## src/rtl/diag_flags_pkg.sv

```systemverilog
package diag_flags_pkg;

    // register addresses on the serial interface
    localparam logic [4:0] DIAG_RESULTS_ADDR = 5'h14;
    localparam logic [4:0] READBACK_SEL_ADDR = 5'h13;
    // addresses that decode to a register, one bit per address
    localparam logic [31:0] VALID_ADDR_MASK = 32'h11FF_9FFF;
    // addresses whose register is read only
    localparam logic [31:0] READ_ONLY_MASK = 32'h11C0_0000;

    // full readback word after reset, address echo included
    localparam logic [23:0] RESULTS_RESET = 24'h14_A000;
    localparam logic [9:0] FLAGS_RESET = 10'h000;
    // bits that hold a flag; bits 7 and 3 are reserved
    localparam logic [9:0] FLAG_IMPL_MASK = 10'h377;

    // flag positions
    localparam int INTERDIE_BIT = 9;
    localparam int LATCH_BIT = 8;
    localparam int INVERSE_BIT = 6;
    localparam int CALCRC_BIT = 5;
    localparam int ACCESS_BIT = 4;
    localparam int COUNT_BIT = 2;
    localparam int SLIP_BIT = 1;
    localparam int SPICRC_BIT = 0;

    // serial word fields
    localparam int WORD_SLIP_POS = 23;
    localparam int WORD_READ_POS = 22;
    localparam int WORD_ADDR_LSB = 16;

    // legal falling-edge counts per frame, and the count at which the edge counter saturates
    localparam logic [5:0] SHORT_FRAME_EDGES = 6'h18;
    localparam logic [5:0] LONG_FRAME_EDGES = 6'h20;
    localparam logic [5:0] EDGE_COUNT_MAX = 6'h3F;

    // crc-8, polynomial x^8 + x^2 + x + 1
    localparam logic [7:0] CRC_POLY = 8'h07;
    localparam logic [7:0] CRC_INIT = 8'h00;

    // one bit step of the crc, msb first
    function automatic logic [7:0] crc8_step(input logic [7:0] crc, input logic din);
        logic fb;
        fb = crc[7] ^ din;
        crc8_step = {crc[6:0], 1'b0} ^ (fb ? CRC_POLY : 8'h00);
    endfunction : crc8_step

endpackage : diag_flags_pkg

```

## src/rtl/serial_frame_rx.sv

```systemverilog
`timescale 1ns/1ps
// samples the serial pins, counts edges and checks each frame at chip select release
module serial_frame_rx (
    // clock and reset
    input wire logic mclk_i,
    input wire logic nrst_i,
    // serial pins and crc enable
    input wire logic sclk_i,
    input wire logic sync_n_i,
    input wire logic sdi_i,
    input wire logic crc_enable_i,
    // frame results
    output logic frame_start_o,
    output logic fall_edge_o,
    output logic frame_done_o,
    output logic [23:0] word_o,
    output logic count_err_o,
    output logic slip_err_o,
    output logic crc_err_o
);

    logic [2:0] sclk_sync_reg;
    logic [2:0] sync_sync_reg;
    logic [2:0] sdi_sync_reg;
    logic [31:0] shift_reg;
    logic [5:0] count_reg;
    logic [7:0] crc_calc;
    logic sclk_fall;
    logic sync_fall;
    logic sync_rise;
    logic long_frame;
    logic short_frame;
    logic [23:0] word_sel;

    // three-stage synchronisers; only stages two and three are compared
    always_ff @(posedge mclk_i or negedge nrst_i) begin
        if (!nrst_i) begin
            sclk_sync_reg <= 3'h0;
            sync_sync_reg <= 3'h7;
            sdi_sync_reg <= 3'h0;
        end else begin
            sclk_sync_reg <= {sclk_sync_reg[1:0], sclk_i};
            sync_sync_reg <= {sync_sync_reg[1:0], sync_n_i};
            sdi_sync_reg <= {sdi_sync_reg[1:0], sdi_i};
        end
    end

    // edge detection on the agreed stages
    assign sclk_fall = sclk_sync_reg[2] & ~sclk_sync_reg[1];
    assign sync_fall = sync_sync_reg[2] & ~sync_sync_reg[1];
    assign sync_rise = ~sync_sync_reg[2] & sync_sync_reg[1];

    // shift in data and count falling edges while selected
    always_ff @(posedge mclk_i or negedge nrst_i) begin
        if (!nrst_i) begin
            shift_reg <= 32'h0000_0000;
            count_reg <= 6'h00;
        end else if (sync_fall) begin
            count_reg <= 6'h00;
        end else if (!sync_sync_reg[2] && sclk_fall) begin
            shift_reg <= {shift_reg[30:0], sdi_sync_reg[2]};
            count_reg <= (count_reg == diag_flags_pkg::EDGE_COUNT_MAX) ? count_reg : count_reg + 6'h01;
        end
    end

    // a long frame carries the word followed by its crc byte
    assign long_frame = (count_reg == diag_flags_pkg::LONG_FRAME_EDGES);
    assign short_frame = (count_reg == diag_flags_pkg::SHORT_FRAME_EDGES);
    assign word_sel = long_frame ? shift_reg[31:8] : shift_reg[23:0];

    always_comb begin
        crc_calc = diag_flags_pkg::CRC_INIT;
        for (int i = 23; i >= 0; i--) begin
            crc_calc = diag_flags_pkg::crc8_step(crc_calc, word_sel[i]);
        end
    end

    // checks complete at chip select release
    always_ff @(posedge mclk_i or negedge nrst_i) begin
        if (!nrst_i) begin
            frame_start_o <= 1'b0;
            fall_edge_o <= 1'b0;
            frame_done_o <= 1'b0;
            word_o <= 24'h00_0000;
            count_err_o <= 1'b0;
            slip_err_o <= 1'b0;
            crc_err_o <= 1'b0;
        end else begin
            frame_start_o <= sync_fall;
            fall_edge_o <= !sync_sync_reg[2] && sclk_fall;
            frame_done_o <= sync_rise;
            word_o <= word_sel;
            count_err_o <= sync_rise && (crc_enable_i ? !long_frame : !(long_frame || short_frame));
            slip_err_o <= sync_rise && (long_frame || short_frame) &&
                (word_sel[diag_flags_pkg::WORD_SLIP_POS] == word_sel[diag_flags_pkg::WORD_READ_POS]);
            crc_err_o <= sync_rise && crc_enable_i && long_frame && (crc_calc != shift_reg[7:0]);
        end
    end

endmodule : serial_frame_rx

```

## src/rtl/cal_mem_crc_check.sv

```systemverilog
`timescale 1ns/1ps
// tracks calibration memory refresh and checks its crc over the streamed words
module cal_mem_crc_check (
    // clock and reset
    input wire logic mclk_i,
    input wire logic nrst_i,
    // refresh stream
    input wire logic refresh_start_i,
    input wire logic cal_word_valid_i,
    input wire logic [15:0] cal_word_i,
    input wire logic refresh_done_i,
    input wire logic [7:0] cal_crc_i,
    // status
    output logic refresh_busy_o,
    output logic unrefreshed_o,
    output logic crc_fail_o
);

    logic [7:0] crc_reg;
    logic [7:0] crc_next;

    // fold one 16-bit word into the running crc
    always_comb begin
        crc_next = crc_reg;
        for (int i = 15; i >= 0; i--) begin
            crc_next = diag_flags_pkg::crc8_step(crc_next, cal_word_i[i]);
        end
    end

    // unrefreshed from reset, and again from each refresh start, until that refresh finishes
    always_ff @(posedge mclk_i or negedge nrst_i) begin
        if (!nrst_i) begin
            crc_reg <= diag_flags_pkg::CRC_INIT;
            refresh_busy_o <= 1'b0;
            unrefreshed_o <= 1'b1;
            crc_fail_o <= 1'b0;
        end else begin
            crc_fail_o <= 1'b0;
            if (refresh_start_i) begin
                crc_reg <= diag_flags_pkg::CRC_INIT;
                refresh_busy_o <= 1'b1;
                unrefreshed_o <= 1'b1;
            end else if (refresh_busy_o && cal_word_valid_i) begin
                crc_reg <= crc_next;
            end else if (refresh_busy_o && refresh_done_i) begin
                refresh_busy_o <= 1'b0;
                unrefreshed_o <= 1'b0;
                crc_fail_o <= (crc_reg != cal_crc_i);
            end
        end
    end

endmodule : cal_mem_crc_check

```

## src/rtl/digital_diag_error_flags.sv

```systemverilog
`timescale 1ns/1ps
module digital_diag_error_flags (
    // clock and reset
    input wire logic mclk_i,
    input wire logic nrst_i,
    // serial interface pins
    input wire logic sclk_i,
    input wire logic sync_n_i,
    input wire logic sdi_i,
    output logic sdo_o,
    // diagnostic setup, one enable per flag, and serial crc enable
    input wire logic [9:0] diag_enable_i,
    input wire logic crc_enable_i,
    // upper readback bits owned by neighbouring logic
    input wire logic fault_pin_status_i,
    input wire logic slew_busy_i,
    input wire logic [2:0] upper_flags_i,
    // inter-die compare and dac monitors
    input wire logic interdie_parity_err_i,
    input wire logic [15:0] latch_in_i,
    input wire logic [15:0] latch_out_i,
    input wire logic dac_code_load_i,
    input wire logic [15:0] dac_code_i,
    // calibration memory refresh stream
    input wire logic refresh_start_i,
    input wire logic cal_word_valid_i,
    input wire logic [15:0] cal_word_i,
    input wire logic refresh_done_i,
    input wire logic [7:0] cal_crc_i,
    // flag state and accepted register writes
    output logic [9:0] flags_o,
    output logic write_strobe_o,
    output logic [4:0] write_addr_o,
    output logic [15:0] write_data_o
);

    logic frame_start;
    logic fall_edge;
    logic frame_done;
    logic [23:0] frame_word;
    logic count_err;
    logic slip_err;
    logic crc_err;
    logic refresh_busy;
    logic unrefreshed;
    logic cal_fail;

    logic [9:0] flags_reg;
    logic [9:0] flags_next;
    logic [9:0] flag_set;
    logic [9:0] flag_clr;
    logic [15:0] inv_copy_reg;
    logic [4:0] readback_addr_reg;
    logic [23:0] sdo_shift_reg;
    logic [23:0] readback_word;
    logic [23:0] results_word;

    logic frame_ok;
    logic is_read;
    logic [4:0] addr;
    logic [15:0] data;
    logic addr_invalid;
    logic addr_read_only;
    logic write_blocked;
    logic access_err;
    logic write_ok;
    logic clear_write;
    logic readback_write;
    logic latch_mismatch;
    logic inverse_fault;

    // frame receiver and checks
    serial_frame_rx u_rx (
        .mclk_i(mclk_i),
        .nrst_i(nrst_i),
        .sclk_i(sclk_i),
        .sync_n_i(sync_n_i),
        .sdi_i(sdi_i),
        .crc_enable_i(crc_enable_i),
        .frame_start_o(frame_start),
        .fall_edge_o(fall_edge),
        .frame_done_o(frame_done),
        .word_o(frame_word),
        .count_err_o(count_err),
        .slip_err_o(slip_err),
        .crc_err_o(crc_err)
    );

    // calibration memory refresh tracking
    cal_mem_crc_check u_cal (
        .mclk_i(mclk_i),
        .nrst_i(nrst_i),
        .refresh_start_i(refresh_start_i),
        .cal_word_valid_i(cal_word_valid_i),
        .cal_word_i(cal_word_i),
        .refresh_done_i(refresh_done_i),
        .cal_crc_i(cal_crc_i),
        .refresh_busy_o(refresh_busy),
        .unrefreshed_o(unrefreshed),
        .crc_fail_o(cal_fail)
    );

    // frame decode; a frame that failed any check is discarded
    assign frame_ok = frame_done && !count_err && !slip_err && !crc_err;
    assign is_read = frame_word[diag_flags_pkg::WORD_READ_POS];
    assign addr = frame_word[diag_flags_pkg::WORD_ADDR_LSB +: 5];
    assign data = frame_word[15:0];

    assign addr_invalid = !diag_flags_pkg::VALID_ADDR_MASK[addr];
    assign addr_read_only = !is_read && diag_flags_pkg::READ_ONLY_MASK[addr];
    assign write_blocked = !is_read && (unrefreshed || refresh_busy) &&
        (addr != diag_flags_pkg::READBACK_SEL_ADDR);
    assign access_err = frame_ok && (addr_invalid || addr_read_only || write_blocked);
    assign write_ok = frame_ok && !is_read && !addr_invalid && !addr_read_only && !write_blocked;
    assign clear_write = write_ok && (addr == diag_flags_pkg::DIAG_RESULTS_ADDR);
    assign readback_write = write_ok && (addr == diag_flags_pkg::READBACK_SEL_ADDR);

    assign latch_mismatch = (latch_in_i != latch_out_i);
    // core code against inverted copy; skipped while the copy reloads
    assign inverse_fault = !dac_code_load_i && (dac_code_i != ~inv_copy_reg);

    // raw event vector, one term per flag position
    always_comb begin
        flag_set = 10'h000;
        flag_set[diag_flags_pkg::INTERDIE_BIT] = interdie_parity_err_i;
        flag_set[diag_flags_pkg::LATCH_BIT] = latch_mismatch;
        flag_set[diag_flags_pkg::INVERSE_BIT] = inverse_fault;
        flag_set[diag_flags_pkg::CALCRC_BIT] = cal_fail;
        flag_set[diag_flags_pkg::ACCESS_BIT] = access_err;
        flag_set[diag_flags_pkg::COUNT_BIT] = count_err;
        flag_set[diag_flags_pkg::SLIP_BIT] = slip_err;
        flag_set[diag_flags_pkg::SPICRC_BIT] = crc_err;
    end

    // write one clears, set beats clear
    assign flag_clr = clear_write ? data[9:0] : 10'h000;
    // disabled flags neither set nor read
    // reserved bits never hold a one
    assign flags_next = ((flags_reg & ~flag_clr) | flag_set) & diag_enable_i & diag_flags_pkg::FLAG_IMPL_MASK;

    // sticky flag register
    always_ff @(posedge mclk_i or negedge nrst_i) begin
        if (!nrst_i) begin
            flags_reg <= diag_flags_pkg::FLAGS_RESET;
        end else begin
            flags_reg <= flags_next;
        end
    end

    // inverted copy of the dac code, reloaded with each new code
    always_ff @(posedge mclk_i or negedge nrst_i) begin
        if (!nrst_i) begin
            inv_copy_reg <= 16'hFFFF;
        end else if (dac_code_load_i) begin
            inv_copy_reg <= ~dac_code_i;
        end
    end

    // full results word with address echo
    // bit 10 is reserved and reads zero; without it every field above bit 10 would slip by one
    assign results_word = {2'b00, fault_pin_status_i, diag_flags_pkg::DIAG_RESULTS_ADDR,
        unrefreshed, slew_busy_i, upper_flags_i, 1'b0, flags_reg[9:8], 1'b0,
        flags_reg[6:4], 1'b0, flags_reg[2:0]};
    // only the results register is held here; other addresses read back as zero
    assign readback_word = (readback_addr_reg == diag_flags_pkg::DIAG_RESULTS_ADDR) ? results_word : 24'h00_0000;

    // two-stage readback: select in one frame, shift out in the next
    always_ff @(posedge mclk_i or negedge nrst_i) begin
        if (!nrst_i) begin
            readback_addr_reg <= diag_flags_pkg::DIAG_RESULTS_ADDR;
        end else if (readback_write) begin
            readback_addr_reg <= data[4:0];
        end
    end

    // readback register resets to the full word
    always_ff @(posedge mclk_i or negedge nrst_i) begin
        if (!nrst_i) begin
            sdo_shift_reg <= diag_flags_pkg::RESULTS_RESET;
        end else if (frame_start) begin
            sdo_shift_reg <= readback_word;
        end else if (fall_edge) begin
            sdo_shift_reg <= {sdo_shift_reg[22:0], 1'b0};
        end
    end

    // registered pin and status outputs
    always_ff @(posedge mclk_i or negedge nrst_i) begin
        if (!nrst_i) begin
            sdo_o <= 1'b0;
            flags_o <= diag_flags_pkg::FLAGS_RESET;
            write_strobe_o <= 1'b0;
            write_addr_o <= 5'h00;
            write_data_o <= 16'h0000;
        end else begin
            sdo_o <= sdo_shift_reg[23]; // msb first, one cycle behind the shifter
            flags_o <= flags_next;
            write_strobe_o <= write_ok && !clear_write && !readback_write;
            write_addr_o <= addr;
            write_data_o <= data;
        end
    end

endmodule : digital_diag_error_flags

```

## config.mk

```make
export PLATFORM = sky130hd
export DESIGN_NAME = digital_diag_error_flags
export DESIGN_NICKNAME = d
export VERILOG_FILES = /design/src/rtl/diag_flags_pkg.sv /design/src/rtl/serial_frame_rx.sv /design/src/rtl/cal_mem_crc_check.sv /design/src/rtl/digital_diag_error_flags.sv
export SDC_FILE = /design/constraint.sdc
export NUM_CORES = 1
export LEC_CHECK = 0
export BUFFER_PORTS_ARGS = -buffer_cell sky130_fd_sc_hd__buf_2
export CAP_MARGIN = 15
export CORE_UTILIZATION = 55
export CTS_BUF_LIST = sky130_fd_sc_hd__clkbuf_8 sky130_fd_sc_hd__clkbuf_16
export DETAILED_ROUTE_END_ITERATION = 16
export GPL_ROUTABILITY_DRIVEN = 0
export PLACE_DENSITY = 0.89
export SYNTH_ARGS = -nofsm -noshare
export SYNTH_HDL_FRONTEND = slang
export SYNTH_SLANG_ARGS = --single-unit
```

## constraint.sdc

```tcl
create_clock -name mclk_i -period 8.3 [get_ports mclk_i]
set_input_delay 0 -clock mclk_i [delete_from_list [all_inputs] [get_ports mclk_i]]
set_output_delay 0 -clock mclk_i [all_outputs]
set_load 0.1 [all_outputs]
```

Yosys cells after proc, flatten, opt, wreduce, memory -nomap -nowiden:

Memories as Yosys holds them, arrays and structs flattened.
Cells that the tools add are included.

* $add $sub $neg: 1
* order comparisons: 1
* equality and inequality tests: 14
* muxes and demuxes: 59
* bitwise gates (word level): 91
* reductions and logical operators: 49

Operators with widths (number)
* 8-bit bitwise XOR: 39
* 3-bit two-way mux: 40
* 24-bit two-way mux: 3
* 1-bit bitwise XOR: 38
* 16-bit inequality test: 2
* 16-bit NOT: 2
* 1-bit logical AND: 25
* 22-bit two-way mux: 1
* 10-bit bitwise AND: 2
* 6-bit two-way mux: 3
* 8-bit two-way mux: 2
* 8-bit inequality test: 2
* 5-bit equality test (second input constant): 3
* 1-bit zero test: 13
* 6-bit equality test (second input constant): 2
* 10-bit two-way mux: 1
* 10-bit NOT: 1
* 10-bit bitwise OR: 1
* 1-bit two-way mux: 9
* 2-bit nonzero test: 4
* 6-bit by 1-bit adder with 6-bit output (second input constant): 1
* 6-bit by 5-bit equality test with 1-bit output (second input constant): 1
* 5-bit by 6-bit < comparator with 1-bit output (second input constant): 1
* 2-bit AND reduction: 3
* 8 further kinds: 16

* register bits after elaboration: 163
* memory bits (read-only): 64
* input bits: 98
* output and inout bits: 33
* word-level logic and storage cells: 241
* memories: 2

Memory list
* (no name shown): depth 32, width 1, rd ports 1, clocked after memory_dff 0, write ports 0, RTL line digital_diag_error_flags.sv:110 `assign addr_read_only = !is_read && diag_flags_pkg::READ_ONLY_MASK[addr];`
* (no name shown): depth 32, width 1, rd ports 1, clocked after memory_dff 0, write ports 0, RTL line digital_diag_error_flags.sv:109 `assign addr_invalid = !diag_flags_pkg::VALID_ADDR_MASK[addr];`

Logic depth before layout (Yosys ltp):

* depth after elaboration: 73
* depth in mapped cells: 11
* mapped depth without buffers: 11

Cells and area by module:

From an unflattened synthesis, not the netlist that was laid out.

* cells, all modules: 709
* area, all modules: 8423.1 µm²

Modules (own cells, without submodules)
* serial_frame_rx: times used 1, cells each 308, area an instance 3998.8 µm², seq. area each 1930.6 µm²
* digital_diag_error_flags: times used 1, cells each 311, area an instance 3413.3 µm², seq. area each 1929.4 µm²
* cal_mem_crc_check: times used 1, cells each 90, area an instance 1011.0 µm², seq. area each 276.5 µm²

Worst setup path after synthesis:

OpenSTA, ideal clock, no wires.

* path type: reg2reg
* start point: register u_rx.count_reg[0]
* end point: register u_rx.crc_err_o
* setup time: 0.132 ns
* arrival: 2.504 ns
* required time: 8.168 ns
* slack: 5.664 ns
* cell stages (with the launch flop): 12
* buffers on the path: 0
* period minus slack after synthesis: 2.636 ns
* cells stage by stage: dfrtp_1 -> inv_1 -> ha_1 -> nor4b_4 -> nand2_2 -> mux2i_1 -> xnor2_1 -> xor3_1 -> xor2_1 -> or2_1 -> o221ai_1 -> a31oi_1

* cells in the longest elaborated chain, start to end: 35

RTL lines
* start: declaration: RTL line serial_frame_rx.sv:26 `logic [5:0] count_reg;`
* start signal: assignment: RTL line serial_frame_rx.sv:62 `count_reg <= (count_reg == diag_flags_pkg::EDGE_COUNT_MAX) ? count_reg : count_reg + 6'h01;`
* 6-bit equality test (*): RTL line serial_frame_rx.sv:67 `assign long_frame = (count_reg == diag_flags_pkg::LONG_FRAME_EDGES);`
* 24-bit two-way mux: RTL line serial_frame_rx.sv:69 `assign word_sel = long_frame ? shift_reg[31:8] : shift_reg[23:0];`
* 1-bit bitwise XOR: RTL line diag_flags_pkg.sv:44 `fb = crc[7] ^ din;`
* 3-bit two-way mux: RTL line diag_flags_pkg.sv:45 `crc8_step = {crc[6:0], 1'b0} ^ (fb ? CRC_POLY : 8'h00);`
* 8-bit bitwise XOR (6 in a row): RTL line diag_flags_pkg.sv:45
* 1-bit bitwise XOR or 8-bit bitwise XOR (tied branches): RTL line diag_flags_pkg.sv:44, diag_flags_pkg.sv:45
* 3-bit two-way mux, or another cell as far along: RTL line diag_flags_pkg.sv:45
* 8-bit bitwise XOR, or another cell as far along: RTL line diag_flags_pkg.sv:45
* [11 not listed]
* 8-bit bitwise XOR (2 in a row): RTL line diag_flags_pkg.sv:45
* 8-bit bitwise XOR or 1-bit bitwise XOR (tied branches): RTL line diag_flags_pkg.sv:45, diag_flags_pkg.sv:44
* 8-bit bitwise XOR, or another cell as far along (3 in a row): RTL line diag_flags_pkg.sv:45
* 1-bit bitwise XOR, or another cell as far along: RTL line diag_flags_pkg.sv:44
* 3-bit two-way mux or 8-bit bitwise XOR (tied branches): RTL line diag_flags_pkg.sv:45
* 8-bit bitwise XOR: RTL line diag_flags_pkg.sv:45
* 8-bit inequality test: RTL line serial_frame_rx.sv:96 `crc_err_o <= sync_rise && crc_enable_i && long_frame && (crc_calc != shift_reg[7:0]);`
* 1-bit logical AND (*): RTL line serial_frame_rx.sv:96
* end signal: assignment: RTL line serial_frame_rx.sv:96
* end: declaration: RTL line serial_frame_rx.sv:19 `output logic crc_err_o`

Every way passes the cells marked *; elsewhere a longest branch is shown, timed or not.
A chain may end at the register's enable or synchronous reset.

Final worst setup path:

Ends and elaborated chain as after synthesis.

==> results_dict.tcl <==
set metrics [dict create \
    status "finished clean" \
    tightest_slew_ns 0.9333 \
    crit_arrival_ns 3.70 \
    grt-ovfl-total 0 \
    multiInputGateArea_um2 3750 \
    cp-start-kind "flip-flop" \
    yosysWarningCount 0 \
    cts_tree "built" \
    cp_max_fo 28 \
    cts_buffers 17 \
    most-common-layout-cells "136 x dfrtp_1, 125 x buf_2, 81 x nand2_1" \
    syn_to_final_growth_pct 21.97 \
    die_y_um 123.8 \
    critical_path_class "reg2reg" \
    holdPathStages 2 \
    cp.required_ns 8.60 \
    ir_worst_vdd_uv 175.3 \
    critPathCaptureType "flip-flop" \
    min_to "inv_copy_reg[1]" \
    synth_cell_types 55 \
    numPortBuffers 126 \
    coreArea_um2 14480 \
    finalCritPeriodShare 0.4091 \
    synth-edff-count 0 \
    pin_count 131 \
    antenna_found_initial 0 \
    vias 5911 \
    clkSinkCount 162 \
    vias_per_cell 5.428 \
    grt_pass1_vias 6004 \
    wl_mm 18.87 \
    fin_setup_tns_ns 0 \
    report.final.slew_viol_count 0 \
    reg2reg_to "u_rx.crc_err_o" \
    place_area_um2 8857 \
    max_freq_mhz 294.5 \
    final_util 0.6874 \
    nets 994 \
    grt_max_degree 104 \
    clock_latency_ns 0.43 \
    clk_pin_slew_worst_paths_ns 0.07 \
    final_cells 1089 \
    layout_commonest_cell "dfrtp_1" \
    synth_cells 733 \
    clockBufferDepth 2 \
    setup_viol 0 \
    grt_use_total 0.2595 \
    drive_above_1_share 0.2586 \
    avgSynthCellArea_um2 11.13 \
    hold_start "dac_code_load_i" \
    dr.pass1.iters 5 \
    hpwl_mm 11.38 \
    cts-hold-fix-buffers 50 \
    area.sequential_um2 4086 \
    ctsResizeCount 0 \
    dp_cells 1007 \
    cts.htree.levels 4 \
    period_needed_ns 3.395 \
    cts_root_buf "clkbuf_16" \
    r2r_slack_ns 4.90 \
    rows 44 \
    wl_per_cell_um 17.33 \
    power_leakage_uw 0.004852 \
    largest_reg_flops 32 \
    netlist_area_um2 8160 \
    skew_ns 0.01048 \
    drt_iter0_markers 467 \
    power.density_nw_per_um2 269.5 \
    ys_ff_latch 162 \
    cts_setup_buffers 0 \
    remaining_drc_errors 0 \
    antenna_cells 0 \
    rsz0062_at_grt "false" \
    grt_first_pass_wirelength_mm 29.77 \
    synthArstFlopShare 1.000 \
    yosysSeqAreaShare 0.5008 \
    hold_viol_final 0 \
    synth_ff_type "dfrtp_1" \
    maxCapViolCount 0 \
    start_util 0.5636 \
    r2r_start "u_rx.count_reg[0]" \
    dieArea_um2 15330 \
    timing.slew.headroom 0.3778 \
    die_x_um 123.8 \
    hold_class "in2reg" \
    r2r_cells 11 \
    ant_nets 0 \
    fill_cells 944 \
    final_area_um2 9953 \
]
[worst max-delay path by stage]
stage / slack (ns) / endpoint / from / cells past startpoint
global route: 4.59 / u_rx.crc_err_o / u_rx.count_reg[0] / 11
floorplan: 5.66 / u_rx.crc_err_o / u_rx.count_reg[0] / 11
global placement: 5.07 / u_rx.crc_err_o / u_rx.count_reg[0] / 11
detailed placement: 4.95 / u_rx.crc_err_o / u_rx.count_reg[0] / 11
finish: 4.90 / u_rx.crc_err_o / u_rx.count_reg[0] / 11
CTS: 4.91 / u_rx.crc_err_o / u_rx.count_reg[0] / 11
[routing by layer]
| metal | track usage | share of wire | vias to the layer above |
|---|---|---|---|
| met4 | 0.1265 | 0.035 | 0 |
| met5 | 0 | 0 | - |
| met3 | 0.05357 | 0.049 | 57 |
| met2 | 0.4545 | 0.51 | 205 |
| li1 | - | - | 2723 |
| met1 | 0.3021 | 0.40 | 2926 |
[where the power goes]
part / internal [uW] / total (uW) / switching (uW)
logic: 406 / 932 / 526
clock network: 454 / 778 / 323
registers: 888 / 973 / 85.7
total: 1750 / 2680 / 935
[stage by stage]
step,total power (uW),hold WS (ns),setup slack (ns)
after floorplan,1690,-0.2956,5.664
after global placement,1827,0.1089,5.072
after detailed placement,1864,0.1069,4.954
after CTS,2671,0.0003324,4.915
after global routing,2818,0.02390,4.594
final,2683,0.02863,4.905
[area by class of cell]
class	instances	share of cell area
inverter	37	0.01395
sequential	162	0.4106
tap	184	0.02313
timing repair buffer	178	0.1158
multi-input combinational	496	0.3767
clock buffer	18	0.04412
clock inverter	14	0.01571
[worst max-delay path, stage by stage (launching register included)]
cell	delay (ns)
dfrtp_1	0.42
inv_1	0.07
ha_1	0.20
nand4bb_1	0.24
nor2_4	0.62
mux2i_1	0.19
xnor2_1	0.38
xnor3_1	0.53
nor3_2	0.22
mux2i_1	0.10
o22ai_1	0.19
a31oi_1	0.10
[logic make-up after synthesis]
group / Yosys count / share of synthesized area
compound gates: 79 / 0.05305
flops: 162 / 0.5008
simple gates: 182 / 0.1076
xor+xnor: 159 / 0.1992
buf+inv: 76 / 0.04079
fa+ha+maj: 4 / 0.006133
other cells: 1 / 0.0004595
mux: 70 / 0.09200
[synth_stat cells, types with 2 or more instances]
| master | count | share of area |
|---|---|---|
| clkbuf_1 | 20 | 0.0092 |
| mux2i_1 | 32 | 0.039 |
| or2_1 | 2 | 0.0015 |
| mux2_2 | 37 | 0.051 |
| or3_1 | 4 | 0.0031 |
| a21o_1 | 2 | 0.0018 |
| o21ai_0 | 8 | 0.0049 |
| nand4b_1 | 2 | 0.0021 |
| dfrtp_1 | 136 | 0.42 |
| buf_2 | 8 | 0.0049 |
| nand4_1 | 7 | 0.0054 |
| nand2b_1 | 3 | 0.0023 |
| inv_1 | 37 | 0.017 |
| nor2_1 | 44 | 0.020 |
| ha_1 | 4 | 0.0061 |
| xnor2_1 | 73 | 0.078 |
| nor4b_1 | 2 | 0.0021 |
| nor2b_1 | 9 | 0.0069 |
| o221ai_1 | 2 | 0.0021 |
| a21oi_1 | 58 | 0.036 |
| xnor3_1 | 12 | 0.033 |
| and3_1 | 2 | 0.0015 |
| buf_1 | 2 | 0.00092 |
| a211oi_1 | 2 | 0.0018 |
| dfstp_2 | 26 | 0.084 |
| xor2_1 | 68 | 0.073 |
| buf_4 | 8 | 0.0074 |
| nand2_1 | 81 | 0.037 |
| xnor2_2 | 2 | 0.0040 |
| nor3b_1 | 2 | 0.0018 |
| nand3_1 | 3 | 0.0018 |
| xor3_1 | 3 | 0.0087 |
| nor4_1 | 10 | 0.0077 |
Note: power is estimated with default switching activity, not from simulation.
